===== src/logic/dec_pkg.sv =====
// constants shared by the diagnostic event counter bank
// assumes an apb master on pclk and event pulses from pclk logic
package dec_pkg;

  localparam int DEC_ADDR_W = 9;
  localparam int DEC_IDX_W = 7;
  localparam int DEC_NUM_CNT = 14;
  localparam int DEC_CNT_W = 12;

  // register indices; byte address is four times the index
  localparam logic [6:0] DEC_IDX_CTRL = 7'h00;
  localparam logic [6:0] DEC_IDX_HDR_ERR = 7'h04;
  localparam logic [6:0] DEC_IDX_SYNC_LOSS = 7'h06;
  localparam logic [6:0] DEC_IDX_FCS_GOOD = 7'h08;
  localparam logic [6:0] DEC_IDX_FCS_ERR = 7'h0a;
  localparam logic [6:0] DEC_IDX_FILT_REJ = 7'h0c;
  localparam logic [6:0] DEC_IDX_RX_OVR = 7'h0e;
  localparam logic [6:0] DEC_IDX_SFD_TO = 7'h10;
  localparam logic [6:0] DEC_IDX_PRE_TO = 7'h12;
  localparam logic [6:0] DEC_IDX_FWAIT_TO = 7'h14;
  localparam logic [6:0] DEC_IDX_TX_SENT = 7'h16;
  localparam logic [6:0] DEC_IDX_HALF_PER = 7'h18;
  localparam logic [6:0] DEC_IDX_WR_CRC = 7'h1a;
  localparam logic [6:0] DEC_IDX_SEQ_QUAL = 7'h28;
  localparam logic [6:0] DEC_IDX_LOW_VOLT = 7'h2a;
  localparam logic [6:0] DEC_IDX_STATUS = 7'h40;
  localparam logic [6:0] DEC_IDX_MASK = 7'h41;

  // counter slot n holds the event on event input bit n
  localparam logic [6:0] DEC_CNT_IDX [DEC_NUM_CNT] = '{
    DEC_IDX_HDR_ERR, DEC_IDX_SYNC_LOSS, DEC_IDX_FCS_GOOD,
    DEC_IDX_FCS_ERR, DEC_IDX_FILT_REJ, DEC_IDX_RX_OVR,
    DEC_IDX_SFD_TO, DEC_IDX_PRE_TO, DEC_IDX_FWAIT_TO,
    DEC_IDX_TX_SENT, DEC_IDX_HALF_PER,
    DEC_IDX_WR_CRC,
    DEC_IDX_SEQ_QUAL, DEC_IDX_LOW_VOLT};
  localparam logic [4:0] DEC_NO_SLOT = 5'h1f;

  // control fields and reset values
  localparam int DEC_CTRL_EN_BIT = 0;
  localparam int DEC_CTRL_CLR_BIT = 1;
  localparam logic DEC_EN_RST = 1'b0;
  localparam logic [31:0] DEC_RDATA_RST = 32'h0000_0000;

endpackage


===== src/logic/dec_event_counter_bank.sv =====
// diagnostic event counter bank with apb register access
// assumes event pulses are single pclk cycles from same-domain logic
//
// Local design decision: the APB interface to the registers.
`timescale 1ns/10ps
`default_nettype none

module dec_event_counter_bank #(
  parameter int CNT_W = dec_pkg::DEC_CNT_W,
  parameter int N_CNT = dec_pkg::DEC_NUM_CNT
) (
  // clock, reset, freeze
  input wire logic pclk,
  input wire logic presetn,
  input wire logic ce,
  // apb slave
  input wire logic psel,
  input wire logic penable,
  input wire logic pwrite,
  input wire logic [dec_pkg::DEC_ADDR_W-1:0] paddr,
  input wire logic [31:0] pwdata,
  output logic [31:0] prdata,
  output logic pready,
  output logic pslverr,
  // event pulses from the system event status
  input wire logic [N_CNT-1:0] evt,
  // interrupt
  output logic irq
);
  import dec_pkg::*;

  typedef struct packed {
    logic en;
    logic [N_CNT-1:0][CNT_W-1:0] cnt;
    logic [N_CNT-1:0] status;
    logic [N_CNT-1:0] mask;
    logic [31:0] rdata;
  } dec_state_t;

  dec_state_t s_r;
  dec_state_t s_nxt;
  logic [DEC_IDX_W-1:0] idx;
  logic [4:0] slot;
  logic mapped;
  logic setup;
  logic access;
  logic [N_CNT-1:0] rd_clr;
  logic [N_CNT-1:0] ev_set;

  // map a register index to its counter slot, or no slot
  function automatic logic [4:0] slot_of(input logic [DEC_IDX_W-1:0] i);
    logic [4:0] r;
    r = DEC_NO_SLOT;
    for (int k = 0; k < N_CNT; k++) begin
      if (DEC_CNT_IDX[k] == i) begin
        r = 5'(k);
      end
    end
    return r;
  endfunction

  // decode; low two address bits are ignored, words only
  assign idx = paddr[DEC_ADDR_W-1:2];
  assign slot = slot_of(idx);
  assign mapped = (slot != DEC_NO_SLOT) || (idx == DEC_IDX_CTRL) ||
                  (idx == DEC_IDX_STATUS) || (idx == DEC_IDX_MASK);
  assign setup = psel && !penable && ce;
  assign access = psel && penable && ce;

  // zero wait state; stalls while frozen, but a read set up while frozen returns the old prdata
  assign pready = psel && penable && ce;
  assign pslverr = pready && !mapped;
  assign prdata = s_r.rdata;
  assign irq = |(s_r.status & s_r.mask);

  always_comb begin
    s_nxt = s_r;
    rd_clr = '0;
    ev_set = '0;
    if (ce) begin
      // count only while enabled; natural wrap at all ones
      for (int k = 0; k < N_CNT; k++) begin
        if (s_r.en && evt[k]) begin
          s_nxt.cnt[k] = s_r.cnt[k] + 1'b1;
        end
      end
      ev_set = s_r.en ? evt : '0;
      // read data captured in setup so prdata comes from a flop
      if (setup && !pwrite) begin
        s_nxt.rdata = DEC_RDATA_RST;
        if (idx == DEC_IDX_CTRL) begin
          s_nxt.rdata[DEC_CTRL_EN_BIT] = s_r.en; // clear bit reads zero
        end else if (idx == DEC_IDX_STATUS) begin
          s_nxt.rdata[N_CNT-1:0] = s_r.status;
        end else if (idx == DEC_IDX_MASK) begin
          s_nxt.rdata[N_CNT-1:0] = s_r.mask;
        end else if (slot != DEC_NO_SLOT) begin
          // upper bits above the 12-bit counter read zero
          s_nxt.rdata[CNT_W-1:0] = s_r.cnt[slot];
        end
      end
      // completed read of status clears every bit set at access, shown or not
      if (access && !pwrite && idx == DEC_IDX_STATUS) begin
        rd_clr = s_r.status;
      end
      if (access && pwrite && idx == DEC_IDX_CTRL) begin
        // fields self-clear: only enable or clear can be asked for
        if (pwdata[DEC_CTRL_EN_BIT]) begin
          s_nxt.en = 1'b1;
        end else if (pwdata[DEC_CTRL_CLR_BIT]) begin
          // clear happens only with enable written zero; stops counting
          s_nxt.en = 1'b0;
          s_nxt.cnt = '0;
        end
      end
      if (access && pwrite && idx == DEC_IDX_MASK) begin
        s_nxt.mask = pwdata[N_CNT-1:0];
      end
      // a new event beats a read clear in the same cycle
      s_nxt.status = (s_r.status & ~rd_clr) | ev_set;
    end
  end

  // state register
  always_ff @(posedge pclk or negedge presetn) begin
    if (!presetn) begin
      s_r.en <= DEC_EN_RST;
      s_r.cnt <= '0;
      s_r.status <= '0;
      s_r.mask <= '0;
      s_r.rdata <= DEC_RDATA_RST;
    end else begin
      s_r <= s_nxt;
    end
  end

endmodule

`default_nettype wire


===== config.mk =====
export PLATFORM = sky130hd
export DESIGN_NAME = dec_event_counter_bank
export DESIGN_NICKNAME = d
export VERILOG_FILES = /design/src/logic/dec_pkg.sv /design/src/logic/dec_event_counter_bank.sv
export SDC_FILE = /design/constraint.sdc
export NUM_CORES = 1
export LEC_CHECK = 0
export ABC_AREA = 1
export BUFFER_PORTS_ARGS = -buffer_cell sky130_fd_sc_hd__buf_2
export CORE_MARGIN = 2
export CORE_UTILIZATION = 40
export CTS_BUF_LIST = sky130_fd_sc_hd__clkbuf_16
export CTS_CLUSTER_SIZE = 10
export DETAILED_ROUTE_END_ITERATION = 8
export MAX_ROUTING_LAYER = met4
export PLACE_DENSITY_LB_ADDON = 0.25
export SYNTH_ARGS = -nofsm -noshare
export SYNTH_HDL_FRONTEND = slang
export SYNTH_SLANG_ARGS = --single-unit

===== constraint.sdc =====
create_clock -name pclk -period 2.9 [get_ports pclk]
set_input_delay 0.29 -clock pclk [delete_from_list [all_inputs] [get_ports pclk]]
set_output_delay 0.29 -clock pclk [all_outputs]
set_load 0.02 [all_outputs]

==> run_summary.xml, run 1 <==
<?xml version="1.0" encoding="UTF-8"?>
<metrics>
  <group name="run_status">
    <metric name="result_of_the_run" unit="">finished clean</metric>
  </group>
  <group name="global_route">
    <metric name="first_pass_grt_wire_length" unit="mm">56.06</metric>
    <metric name="grt_antenna_before_repair" unit="">1</metric>
    <metric name="grt_util_all_layers" unit="%">21.80</metric>
    <metric name="globalRoute.totalOverflow" unit="">0</metric>
    <metric name="grt_max_degree" unit="">90</metric>
    <metric name="first_global_vias" unit="">10680</metric>
  </group>
  <group name="clocking">
    <metric name="clk_latency" unit="ns">0.54</metric>
    <metric name="cts.path.max_buffers" unit="">3</metric>
    <metric name="cts_setup_buffers" unit="">0</metric>
    <metric name="clock_sink_count" unit="">211</metric>
    <metric name="hold_buffers" unit="">11</metric>
    <metric name="ctsRootBufferMaster" unit="">clkbuf_16</metric>
    <metric name="cts_tree" unit="">built</metric>
    <metric name="cts_inserted_buffers" unit="">26</metric>
    <metric name="cts_repair_resize_count" unit="">0</metric>
    <metric name="htree_num_levels" unit="">1</metric>
    <metric name="cts.clk_slew.worst_paths" unit="ns">0.05</metric>
  </group>
  <group name="yosys">
    <metric name="netlist.area_leader.share" unit="%">42.16</metric>
    <metric name="ys.warnings.count" unit="">0</metric>
    <metric name="synth_enable_flop_cells" unit="">0</metric>
    <metric name="synth_cell_type_count" unit="">41</metric>
    <metric name="synth.yosys.seq_area_share" unit="%">42.16</metric>
    <metric name="synth_top_area_cell" unit="">dfrtp_1</metric>
    <metric name="postSynthRegisterBits" unit="">211</metric>
    <metric name="syn-instance-count" unit="">1724</metric>
    <metric name="mean_cell_area_of_the_mapped_netlist" unit="µm²">7.265</metric>
    <metric name="synthTopCellsByArea" unit="">dfrtp_1 42%, nand2_1 11%, nand3_1 11%</metric>
    <metric name="asyncSetResetFlopFracSynth" unit="%">100.0</metric>
    <metric name="synth-main-ff-cell" unit="">dfrtp_1</metric>
    <metric name="post_synth_instance_area" unit="µm²">12520</metric>
  </group>
  <group name="floorplan">
    <metric name="ioPinCount" unit="">96</metric>
    <metric name="design.core.area" unit="µm²">30750</metric>
    <metric name="die_width" unit="µm">181.0</metric>
    <metric name="floorplan.die_area" unit="µm²">32740</metric>
    <metric name="chipHeight" unit="µm">181.0</metric>
    <metric name="rows" unit="">64</metric>
    <metric name="initial_core_util" unit="%">40.73</metric>
  </group>
  <group name="timing">
    <metric name="timing_worst_slew_pin_value" unit="ns">0.7998</metric>
    <metric name="max_freq" unit="GHz">0.4425</metric>
    <metric name="final-setup-viol-count" unit="">0</metric>
    <metric name="worst_slew_margin_rel" unit="%">46.48</metric>
    <metric name="period_needed" unit="ns">2.260</metric>
    <metric name="finalHoldViolations" unit="">0</metric>
    <metric name="period_share" unit="%">77.93</metric>
    <metric name="rsz_0062_raised_after_global_routing" unit="">no</metric>
    <metric name="finClkSkew" unit="ns">0.01706</metric>
    <metric name="timing.setup.tns" unit="ns">0</metric>
    <metric name="timing.final.max_slew_violations" unit="">0</metric>
    <metric name="postLayoutSetupSlackWorst" unit="ns">0.6399</metric>
  </group>
  <group name="setup_path">
    <metric name="timing.setup.critical_path_class" unit="">reg -&gt; reg</metric>
    <metric name="timing.critical_path.required" unit="ns">3.32</metric>
    <metric name="critical_path.max_fanout" unit="">12</metric>
    <metric name="cp-start-kind" unit="">flop</metric>
    <metric name="ff2ff_setup_slack" unit="ns">0.64</metric>
    <metric name="critPathArrivalTime" unit="ns">2.68</metric>
    <metric name="reg2reg_to" unit="">s_r[178]</metric>
    <metric name="r2r-start" unit="">s_r[228]</metric>
    <metric name="worst_r2r_path_depth" unit="">13</metric>
    <metric name="cp-end-kind" unit="">flop</metric>
  </group>
  <group name="power">
    <metric name="ir_drop" unit="µV">471.3</metric>
    <metric name="leakage" unit="nW">7.229</metric>
    <metric name="p_per_area" unit="nW/µm²">476.2</metric>
  </group>
  <group name="routing">
    <metric name="post_drt_via_cell_ratio" unit="">5.233</metric>
    <metric name="wire_length_per_cell" unit="µm">15.98</metric>
    <metric name="via_count" unit="">11370</metric>
    <metric name="first_pass_iters" unit="">5</metric>
    <metric name="antenna_left" unit="">0</metric>
    <metric name="detail_route.wirelength" unit="mm">34.73</metric>
    <metric name="detail_route.iter0.violations" unit="">936</metric>
    <metric name="route.detailed.drc" unit="">0</metric>
  </group>
  <group name="place">
    <metric name="preCtsSetupSlack" unit="ns">0.4158</metric>
    <metric name="io_buffers" unit="">57</metric>
    <metric name="place_hpwl" unit="mm">24.20</metric>
    <metric name="place.gp.congestion" unit="">0.8841</metric>
    <metric name="dpl-instance-area" unit="µm²">13100</metric>
  </group>
  <group name="layout">
    <metric name="areaGrowthSynthToFinish" unit="%">11.39</metric>
    <metric name="post_route_utilization" unit="%">45.37</metric>
    <metric name="layout-drive-gt1-share" unit="%">9.122</metric>
    <metric name="fillers" unit="">3134</metric>
    <metric name="design_area" unit="µm²">13950</metric>
    <metric name="layout.nets" unit="">1843</metric>
  </group>
  <group name="flow_run">
    <metric name="max-cap-violations" unit="">0</metric>
  </group>
  <group name="worst_hold_path">
    <metric name="worst_hold_path.endpoint" unit="">s_r[43]</metric>
    <metric name="whs_path_depth" unit="">2</metric>
    <metric name="worstHoldPathType" unit="">in -&gt; reg</metric>
    <metric name="worst_hold_startpoint" unit="">pwdata[11]</metric>
  </group>
</metrics>
==> flip-flops by register name, summed over array words and instances (netlist names) <==
signal	flops
s_r	197
prdata	14
==> critical path, cell delays in order (launching register included) <==
cell     delay [ns]
dfrtp_1        0.36
buf_4          0.26
nand2_1        0.12
nor2_1         0.29
inv_1          0.17
nor2_1         0.15
nand2_1        0.09
nor2_1         0.10
inv_1          0.07
nor2_1         0.13
and3_1         0.21
nand3_1        0.07
nand2_1        0.06
nor2_1         0.05
==> Yosys cell counts, types with 18 or more instances <==
library cell,number
or2_2,18
dfrtp_1,211
clkbuf_1,41
inv_1,234
nor2_1,156
nand2_1,382
nand3b_1,18
a21oi_1,82
buf_4,38
o21ai_0,56
xor2_1,24
nand4_1,23
nor3_1,35
nand3_1,272
==> cell families after synthesis <==
logic type | Yosys count | share of synthesized area, %
other | 1 | 0.02994
adder cells (fa/ha/maj) | 14 | 1.399
AO/OA/AOI/OAI | 178 | 8.062
buffers and inverters | 338 | 11.51
multiplexers | 10 | 0.8991
XOR/XNOR | 39 | 2.727
flip-flops | 211 | 42.16
AND/OR/NAND/NOR | 933 | 33.22
==> through the flow <==
stage / power (W) / instances / hold slack (ns)
2_1_floorplan: 0.003543 / 1741 / -0.005591
3_3_place_gp: 0.003747 / 2125 / 0.3674
3_5_place_dp: 0.003756 / 2125 / 0.3661
4_1_cts: 0.006736 / 2172 / 0.004774
5_1_grt: 0.006922 / 2173 / 0.003063
6_report: 0.006644 / 2173 / 0.01916
==> cells in the final DEF (no fill, tap or decap), types with 2 or more instances in the layout <==
master	synthesis	layout
nand3_2	1	2
xnor2_1	15	15
conb_1	1	18
or2_2	18	18
nor3_1	35	35
dfrtp_1	211	211
nor2_2	2	2
dlygate4sd3_1	0	11
o211ai_1	14	14
xor2_1	24	24
mux2_2	10	10
ha_1	14	14
buf_2	12	56
nand2_2	0	2
inv_2	7	7
o21ai_0	56	56
a21oi_1	82	82
clkinv_1	0	3
a211oi_1	3	3
buf_4	38	25
o21a_1	3	3
o221a_2	3	3
buf_12	0	3
nand4_1	23	23
clkinv_2	0	2
nand3_1	272	271
a22o_1	3	3
a221oi_1	3	3
nor4_1	15	15
nand3b_1	18	18
nor2_1	156	156
nand2_1	382	380
inv_1	234	237
clkbuf_16	0	27
nor3b_1	7	7
o22ai_1	3	3
o211a_1	3	3
a31oi_1	3	3
==> how the worst max path moves through the flow <==
stage                   from       end  slack (ns)
finish              s_r[228]  s_r[178]        0.64
floorplan               psel   s_r[88]        0.99
CTS                 s_r[228]  s_r[178]        0.66
global placement          ce  s_r[129]        0.45
detailed placement        ce  s_r[142]        0.42
global route        s_r[228]   s_r[70]        0.36
==> final cells by class <==
type                            count  area, µm²  share of cell area, %
Clock buffer                       27      675.6                  4.843
Multi-Input combinational cell   1192       5877                  42.13
Antenna cell                        1      2.502                0.01794
Sequential cell                   211       5280                  37.85
Clock inverter                      9      62.56                 0.4484
Timing Repair Buffer               96      653.1                  4.682
Tap cell                          396      495.5                  3.552
Inverter                          241      904.6                  6.484
==> routing by layer <==
layer	global-route usage [%]	part of all wire, %	vias up	wire length, µm
met3	2.782	5.1	49	1762
met4	5.236	2.3	0	807
li1	-	-	5620	-
met5	-	0	-	0
met1	28.46	45	5427	15490
met2	36.20	48	275	16670
==> where the power goes <==
group | switching, W | total, W | internal [W]
logic | 0.000407 | 0.000605 | 0.000198
clock network | 0.00120 | 0.00293 | 0.00173
registers | 0.0000795 | 0.00311 | 0.00303
Note: power is estimated with default switching activity, not from simulation.
==> inputs of run 2 (changes only) <==
--- a/config.mk
+++ b/config.mk
@@ -5,7 +5,7 @@
 export SDC_FILE = /design/constraint.sdc
 export NUM_CORES = 1
 export LEC_CHECK = 0
-export ABC_AREA = 1
+export ABC_AREA = 0
 export BUFFER_PORTS_ARGS = -buffer_cell sky130_fd_sc_hd__buf_2
 export CORE_MARGIN = 2
 export CORE_UTILIZATION = 40
==> constraint.sdc (replaced) <==
create_clock -name pclk -period 2.25 [get_ports pclk]
set_input_delay 0.225 -clock pclk [delete_from_list [all_inputs] [get_ports pclk]]
set_output_delay 0.225 -clock pclk [all_outputs]
set_load 0.02 [all_outputs]
==> run_summary.xml, run 2 <==
<?xml version="1.0" encoding="UTF-8"?>
<metrics>
  <group name="layout">
    <metric name="fillers" unit="">2729</metric>
    <metric name="most-common-layout-cells" unit="">211 x dfrtp_1, 178 x nor2_1, 150 x nand2_1</metric>
    <metric name="layout-drive-gt1-share" unit="%">14.22</metric>
    <metric name="layout.cells.most_common" unit="">dfrtp_1</metric>
    <metric name="number_of_diodes" unit="">0</metric>
    <metric name="layout.nets" unit="">1420</metric>
    <metric name="largest_reg_flops" unit="">197</metric>
    <metric name="areaGrowthSynthToFinish" unit="%">16.66</metric>
    <metric name="post_route_utilization" unit="%">47.17</metric>
    <metric name="area_of_combinational_cells_with_multiple_inputs" unit="µm²">5761</metric>
    <metric name="largest-register" unit="">s_r</metric>
    <metric name="sequential_cell_area" unit="µm²">5280</metric>
  </group>
  <group name="routing">
    <metric name="antenna_left" unit="">0</metric>
    <metric name="first_pass_iters" unit="">5</metric>
    <metric name="detail_route.iter0.violations" unit="">759</metric>
    <metric name="detail_route.wirelength" unit="mm">31.27</metric>
    <metric name="route.detailed.drc" unit="">0</metric>
    <metric name="wire_length_per_cell" unit="µm">18.04</metric>
    <metric name="via_count" unit="">9200</metric>
    <metric name="post_drt_via_cell_ratio" unit="">5.306</metric>
  </group>
  <group name="power">
    <metric name="p_per_area" unit="nW/µm²">592.3</metric>
    <metric name="leakage" unit="nW">6.468</metric>
    <metric name="ir_drop" unit="µV">490.7</metric>
  </group>
  <group name="floorplan">
    <metric name="design.core.area" unit="µm²">28630</metric>
    <metric name="die_width" unit="µm">174.1</metric>
    <metric name="floorplan.die_area" unit="µm²">30310</metric>
    <metric name="chipHeight" unit="µm">174.1</metric>
    <metric name="ioPinCount" unit="">96</metric>
    <metric name="initial_core_util" unit="%">40.44</metric>
    <metric name="rows" unit="">62</metric>
  </group>
  <group name="yosys">
    <metric name="synth_compound_gate_area_share" unit="%">7.751</metric>
    <metric name="synth_cell_type_count" unit="">47</metric>
    <metric name="synth-main-ff-cell" unit="">dfrtp_1</metric>
    <metric name="synth_enable_flop_cells" unit="">0</metric>
    <metric name="synthTopCellsByArea" unit="">dfrtp_1 46%, xor2_1 6.7%, nor2_1 5.8%</metric>
    <metric name="asyncSetResetFlopFracSynth" unit="%">100.0</metric>
    <metric name="postSynthRegisterBits" unit="">211</metric>
    <metric name="post_synth_instance_area" unit="µm²">11570</metric>
    <metric name="arithmetic_cell_share_of_the_synthesized_area_counting_full_adders_half_adders_and_majority_gates" unit="%">1.513</metric>
    <metric name="ys.warnings.count" unit="">0</metric>
    <metric name="synth_common_cells" unit="">211 x dfrtp_1, 178 x nor2_1, 150 x nand2_1</metric>
    <metric name="synth_top_area_cell" unit="">dfrtp_1</metric>
    <metric name="synthMuxAreaShare" unit="%">6.897</metric>
    <metric name="synth_top_family_by_area" unit="">simple AND/OR/NAND/NOR gates</metric>
    <metric name="synth.yosys.seq_area_share" unit="%">45.62</metric>
    <metric name="netlist.area_leader.share" unit="%">45.62</metric>
    <metric name="synth-simple-area-share" unit="%">21.48</metric>
    <metric name="yosysMostFrequentCell" unit="">dfrtp_1</metric>
    <metric name="syn-instance-count" unit="">1245</metric>
    <metric name="mean_cell_area_of_the_mapped_netlist" unit="µm²">9.297</metric>
    <metric name="yosys.area_share.xor_xnor" unit="%">11.35</metric>
  </group>
  <group name="timing">
    <metric name="timing_worst_slew_pin_value" unit="ns">0.5358</metric>
    <metric name="postLayoutSetupSlackWorst" unit="ns">0.06229</metric>
    <metric name="period_share" unit="%">97.23</metric>
    <metric name="final-setup-viol-count" unit="">0</metric>
    <metric name="max_freq" unit="GHz">0.4571</metric>
    <metric name="rsz_0062_raised_after_global_routing" unit="">no</metric>
    <metric name="worst_slew_margin_rel" unit="%">64.20</metric>
    <metric name="finClkSkew" unit="ns">0.02442</metric>
    <metric name="timing.final.max_slew_violations" unit="">0</metric>
    <metric name="finalHoldViolations" unit="">0</metric>
    <metric name="timing.hold.ws" unit="ns">0.02091</metric>
    <metric name="period_needed" unit="ns">2.188</metric>
  </group>
  <group name="place">
    <metric name="preCtsSetupSlack" unit="ns">-0.2388</metric>
    <metric name="place_hpwl" unit="mm">22.57</metric>
    <metric name="place.gp.congestion" unit="">0.8926</metric>
    <metric name="io_buffers" unit="">57</metric>
  </group>
  <group name="clocking">
    <metric name="cts.clk_slew.worst_paths" unit="ns">0.06</metric>
    <metric name="clk_latency" unit="ns">0.55</metric>
    <metric name="cts_inserted_buffers" unit="">25</metric>
    <metric name="ctsRootBufferMaster" unit="">clkbuf_16</metric>
    <metric name="htree_num_levels" unit="">1</metric>
    <metric name="cts_setup_buffers" unit="">0</metric>
    <metric name="cts_tree" unit="">built</metric>
    <metric name="clock_sink_count" unit="">211</metric>
    <metric name="cts.path.max_buffers" unit="">3</metric>
  </group>
  <group name="worst_hold_path">
    <metric name="worstHoldPathType" unit="">in -&gt; reg</metric>
  </group>
  <group name="setup_path">
    <metric name="cpMaxStageDelayCell" unit="">dfrtp_1</metric>
    <metric name="timing.setup.critical_path_class" unit="">reg -&gt; out</metric>
    <metric name="path_cells" unit="">a22oi_1 -&gt; nand2_1 -&gt; a221oi_4 -&gt; nand4_1 -&gt; buf_2</metric>
    <metric name="cp-end-kind" unit="">output pin</metric>
    <metric name="critPathArrivalTime" unit="ns">1.96</metric>
    <metric name="critical_path.max_fanout" unit="">3</metric>
    <metric name="cp-start-kind" unit="">flop</metric>
    <metric name="max_stage_delay" unit="ns">0.45</metric>
    <metric name="timing.critical_path.required" unit="ns">2.03</metric>
  </group>
  <group name="global_route">
    <metric name="globalRoute.totalOverflow" unit="">0</metric>
    <metric name="first_global_vias" unit="">8911</metric>
    <metric name="grt_util_all_layers" unit="%">21.24</metric>
    <metric name="first_pass_grt_wire_length" unit="mm">49.73</metric>
    <metric name="grt_max_degree" unit="">85</metric>
    <metric name="grt_antenna_before_repair" unit="">0</metric>
  </group>
  <group name="run_status">
    <metric name="result_of_the_run" unit="">finished clean</metric>
  </group>
  <group name="flow_run">
    <metric name="max-cap-violations" unit="">0</metric>
  </group>
</metrics>
run 2: path summary, 6_finish.rpt:
path,from,endpoint,slack [ns],cells past startpoint
setup / recovery,s_r[52],irq,0.06,5
min in group asynchronous,presetn,s_r[77],0.15,2
hold reg to reg,prdata[12],prdata[12],0.48,2
setup reg to reg,s_r[228],s_r[177],0.26,7
max in group asynchronous,presetn,s_r[215],1.34,3
hold / removal,evt[0],s_r[46],0.02,3
run 2: area by class of cell:
type | instances | area share (%)
clock buffers | 25 | 4.633
clock inverters | 7 | 0.3150
inverters | 7 | 0.1946
multi-input cells | 946 | 42.66
flip-flops and latches | 211 | 39.10
well taps | 384 | 3.558
repair buffers | 154 | 9.535
run 2: repair_timing:
action,4_1_cts,5_1_grt
hold endpoints to repair,177,0
resized for setup,1,1
hold buffers,16,0
setup endpoints to repair,1,1
pin swaps,0,1
run 2: metrics by stage:
step | total power, W | cells | area [µm²] | setup TNS [ns]
after CTS | 0.008081 | 1734 | 13490 | 0
after global placement | 0.004526 | 1686 | 12660 | -1.416
after detailed placement | 0.004533 | 1686 | 12660 | -1.757
final | 0.007997 | 1734 | 13500 | 0
after floorplan | 0.004289 | 1262 | 11640 | 0
after global routing | 0.008299 | 1734 | 13500 | 0
run 2: logic make-up after synthesis:
kind of cell,count (synthesis)
xor+xnor,150
buf+inv,105
mux,77
simple gates,538
fa+ha+maj,14
other cells,1
flops,211
compound gates,149
run 2: report_power, final:
part / internal, W / switching (W)
clock network: 0.00197 / 0.00153
registers: 0.00387 / 0.0000986
logic: 0.000202 / 0.000322
run 2: worst max-delay path, delay by kind of cell (launching register included):
| kind | cells | cell delay [ns] |
|---|---|---|
| flops | 1 | 0.45 |
| simple gates | 2 | 0.29 |
| compound gates | 2 | 0.47 |
| buf+inv | 1 | 0.20 |
run 2: layer usage:
| metal | vias up | part of all wire [%] | GRT usage [%] |
|---|---|---|---|
| met4 | 0 | 2.2 | 5.812 |
| met5 | - | 0 | - |
| met2 | 262 | 43 | 30.84 |
| li1 | 4403 | - | - |
| met3 | 43 | 5.9 | 3.718 |
| met1 | 4492 | 49 | 30.56 |
==> inputs of run 3 (changes only) <==
--- a/config.mk
+++ b/config.mk
@@ -12,8 +12,9 @@
 export CTS_BUF_LIST = sky130_fd_sc_hd__clkbuf_16
 export CTS_CLUSTER_SIZE = 10
 export DETAILED_ROUTE_END_ITERATION = 8
+export GPL_ROUTABILITY_DRIVEN = 0
 export MAX_ROUTING_LAYER = met4
-export PLACE_DENSITY_LB_ADDON = 0.25
+export PLACE_DENSITY = 0.64
 export SYNTH_ARGS = -nofsm -noshare
 export SYNTH_HDL_FRONTEND = slang
 export SYNTH_SLANG_ARGS = --single-unit
==> run_summary.xml, run 3 (synthesis gave the netlist of run 2 again) <==
<?xml version="1.0" encoding="UTF-8"?>
<metrics>
  <group name="floorplan">
    <metric name="rows" unit="">62</metric>
    <metric name="floorplan.die_area" unit="µm²">30310</metric>
    <metric name="initial_core_util" unit="%">40.44</metric>
    <metric name="design.core.area" unit="µm²">28630</metric>
    <metric name="die_width" unit="µm">174.1</metric>
    <metric name="ioPinCount" unit="">96</metric>
    <metric name="chipHeight" unit="µm">174.1</metric>
  </group>
  <group name="routing">
    <metric name="wire_length_per_cell" unit="µm">18.01</metric>
    <metric name="highest_layer" unit="">met4</metric>
    <metric name="detail_route.iter0.violations" unit="">786</metric>
    <metric name="routedLengthMet1" unit="mm">14.84</metric>
    <metric name="route.met3.wl" unit="mm">1.782</metric>
    <metric name="detail_route.wirelength" unit="mm">30.84</metric>
    <metric name="routed-wl-met2" unit="mm">13.56</metric>
    <metric name="antenna_left" unit="">0</metric>
    <metric name="via_count" unit="">9193</metric>
    <metric name="route.detailed.drc" unit="">0</metric>
    <metric name="post_drt_via_cell_ratio" unit="">5.370</metric>
    <metric name="first_pass_iters" unit="">5</metric>
  </group>
  <group name="clocking">
    <metric name="cts_setup_buffers" unit="">0</metric>
    <metric name="htree_num_levels" unit="">1</metric>
    <metric name="clk_latency" unit="ns">0.54</metric>
    <metric name="cts_inserted_buffers" unit="">26</metric>
    <metric name="cts.path.max_buffers" unit="">3</metric>
    <metric name="clock_sink_count" unit="">211</metric>
    <metric name="ctsRootBufferMaster" unit="">clkbuf_16</metric>
    <metric name="cts.clk_slew.worst_paths" unit="ns">0.06</metric>
    <metric name="cts_tree" unit="">built</metric>
  </group>
  <group name="global_route">
    <metric name="grt_max_degree" unit="">65</metric>
    <metric name="grt_util_all_layers" unit="%">21.13</metric>
    <metric name="globalRoute.totalOverflow" unit="">0</metric>
    <metric name="first_global_vias" unit="">8924</metric>
    <metric name="grt_antenna_before_repair" unit="">0</metric>
    <metric name="first_pass_grt_wire_length" unit="mm">49.66</metric>
  </group>
  <group name="worst_hold_path">
    <metric name="worstHoldPathType" unit="">in -&gt; reg</metric>
  </group>
  <group name="power">
    <metric name="netSwitchingFraction" unit="%">24.34</metric>
    <metric name="p_int" unit="W">0.006177</metric>
    <metric name="leakage" unit="nW">6.354</metric>
    <metric name="power.combinational.fraction" unit="%">6.3</metric>
    <metric name="pwr-share-clk" unit="%">45.1</metric>
    <metric name="p_seq_share" unit="%">48.6</metric>
    <metric name="p_per_area" unit="nW/µm²">613.0</metric>
    <metric name="total_switching_power" unit="W">0.001987</metric>
    <metric name="ir_drop" unit="µV">449.5</metric>
  </group>
  <group name="timing">
    <metric name="period_needed" unit="ns">2.051</metric>
    <metric name="timing.setup.tns" unit="ns">0</metric>
    <metric name="finalHoldViolations" unit="">0</metric>
    <metric name="timing_worst_slew_pin_value" unit="ns">0.8370</metric>
    <metric name="postLayoutSetupSlackWorst" unit="ns">0.1989</metric>
    <metric name="rsz_0062_raised_after_global_routing" unit="">no</metric>
    <metric name="final-setup-viol-count" unit="">0</metric>
    <metric name="max_freq" unit="GHz">0.4875</metric>
    <metric name="finClkSkew" unit="ns">0.01277</metric>
    <metric name="period_share" unit="%">91.16</metric>
    <metric name="worst_slew_margin_rel" unit="%">44.00</metric>
    <metric name="timing.final.max_slew_violations" unit="">0</metric>
    <metric name="timing.hold.ws" unit="ns">0.02522</metric>
  </group>
  <group name="setup_path">
    <metric name="cp-end-kind" unit="">output pin</metric>
    <metric name="critical_path.max_fanout" unit="">3</metric>
    <metric name="path_cells" unit="">a22oi_1 -&gt; nand2_1 -&gt; a221oi_2 -&gt; nand4_1 -&gt; buf_2</metric>
    <metric name="timing.setup.critical_path_class" unit="">reg -&gt; out</metric>
    <metric name="timing.critical_path.buf_inv" unit="">1</metric>
    <metric name="ff2ff_setup_slack" unit="ns">0.29</metric>
    <metric name="timing.critical_path.required" unit="ns">2.03</metric>
    <metric name="cpMaxStageDelayCell" unit="">dfrtp_1</metric>
    <metric name="critPathArrivalTime" unit="ns">1.83</metric>
    <metric name="max_stage_delay" unit="ns">0.42</metric>
    <metric name="cp-start-kind" unit="">flop</metric>
    <metric name="timing.critical_path.max_delay_family" unit="">compound AO/OA/AOI/OAI gates</metric>
  </group>
  <group name="layout">
    <metric name="most-common-layout-cells" unit="">211 x dfrtp_1, 178 x nor2_1, 150 x nand2_1</metric>
    <metric name="layout.cells.most_common" unit="">dfrtp_1</metric>
    <metric name="layout-drive-gt1-share" unit="%">12.88</metric>
    <metric name="largest-register" unit="">s_r</metric>
    <metric name="areaGrowthSynthToFinish" unit="%">15.06</metric>
    <metric name="number_of_diodes" unit="">0</metric>
    <metric name="largest_reg_flops" unit="">197</metric>
    <metric name="layout.nets" unit="">1395</metric>
    <metric name="post_route_utilization" unit="%">46.53</metric>
    <metric name="fin_cells" unit="">1712</metric>
  </group>
  <group name="flow_run">
    <metric name="max-cap-violations" unit="">0</metric>
  </group>
  <group name="run_status">
    <metric name="result_of_the_run" unit="">finished clean</metric>
  </group>
  <group name="place">
    <metric name="dpl.cell_count" unit="">1660</metric>
    <metric name="io_buffers" unit="">57</metric>
    <metric name="preCtsSetupSlack" unit="ns">-0.1772</metric>
    <metric name="place_hpwl" unit="mm">22.12</metric>
  </group>
</metrics>
-- run 3: changes by cell type in the layout (fill, tap and decap cells not counted), sizes merged --
cell / delta
inv: -1
clkinv: +3
clkbuf: +2
buf: -26
-- run 3: metrics by stage --
stage	total power [W]	area [µm²]
3_5_place_dp	0.004524	12440
3_3_place_gp	0.004514	12440
5_1_grt	0.008447	13320
4_1_cts	0.008230	13310
2_1_floorplan	0.004289	11640
6_report	0.008163	13320
-- run 3: worst paths after layout --
check | to | cells after the start | from
setup / recovery | irq | 5 | s_r[52]
hold / removal | s_r[56] | 3 | evt[10]
setup reg to reg | s_r[179] | 7 | s_r[228]
hold reg to reg | s_r[59] | 1 | s_r[59]
max in group asynchronous | s_r[192] | 3 | presetn
min in group asynchronous | s_r[65] | 2 | presetn
-- run 3: power by group through the flow --
stage | clock, W | combinational, W | sequential, W
finish | 0.00368 | 0.000513 | 0.00397
global route | 0.00390 | 0.000570 | 0.00397
detailed placement | 0 | 0.000495 | 0.00403
global placement | 0 | 0.000485 | 0.00403
floorplan | 0 | 0.000299 | 0.00399
CTS | 0.00375 | 0.000517 | 0.00396
-- run 3: routing by layer --
layer  vias to the layer above  GRT usage, %
li1                       4335             -
met1                      4550         31.01
met2                       263         31.13
met3                        45         2.625
met4                         0         4.972
met5                         -             -
-- run 3: repair_timing --
action	in CTS	in global routing
hold buffers	16	0
resized for setup	0	1
endpoints found under the setup margin	0	1
hold endpoints to repair	58	0
-- run 3: worst reg2reg max path: cells and delay by family (launching register included) --
family / cells / cell delay, ns
xor+xnor: 1 / 0.16
buf+inv: 1 / 0.19
flops: 1 / 0.38
simple gates: 5 / 1.16
-- run 3: final cells by class --
cell class,instances,area (µm²)
fill,2703,15310
multi-input combinational,946,5749
timing repair buffer,128,1067
clock inverter,9,38.79
tap,384,480.5
clock buffer,27,675.6
sequential,211,5280
inverter,7,26.28
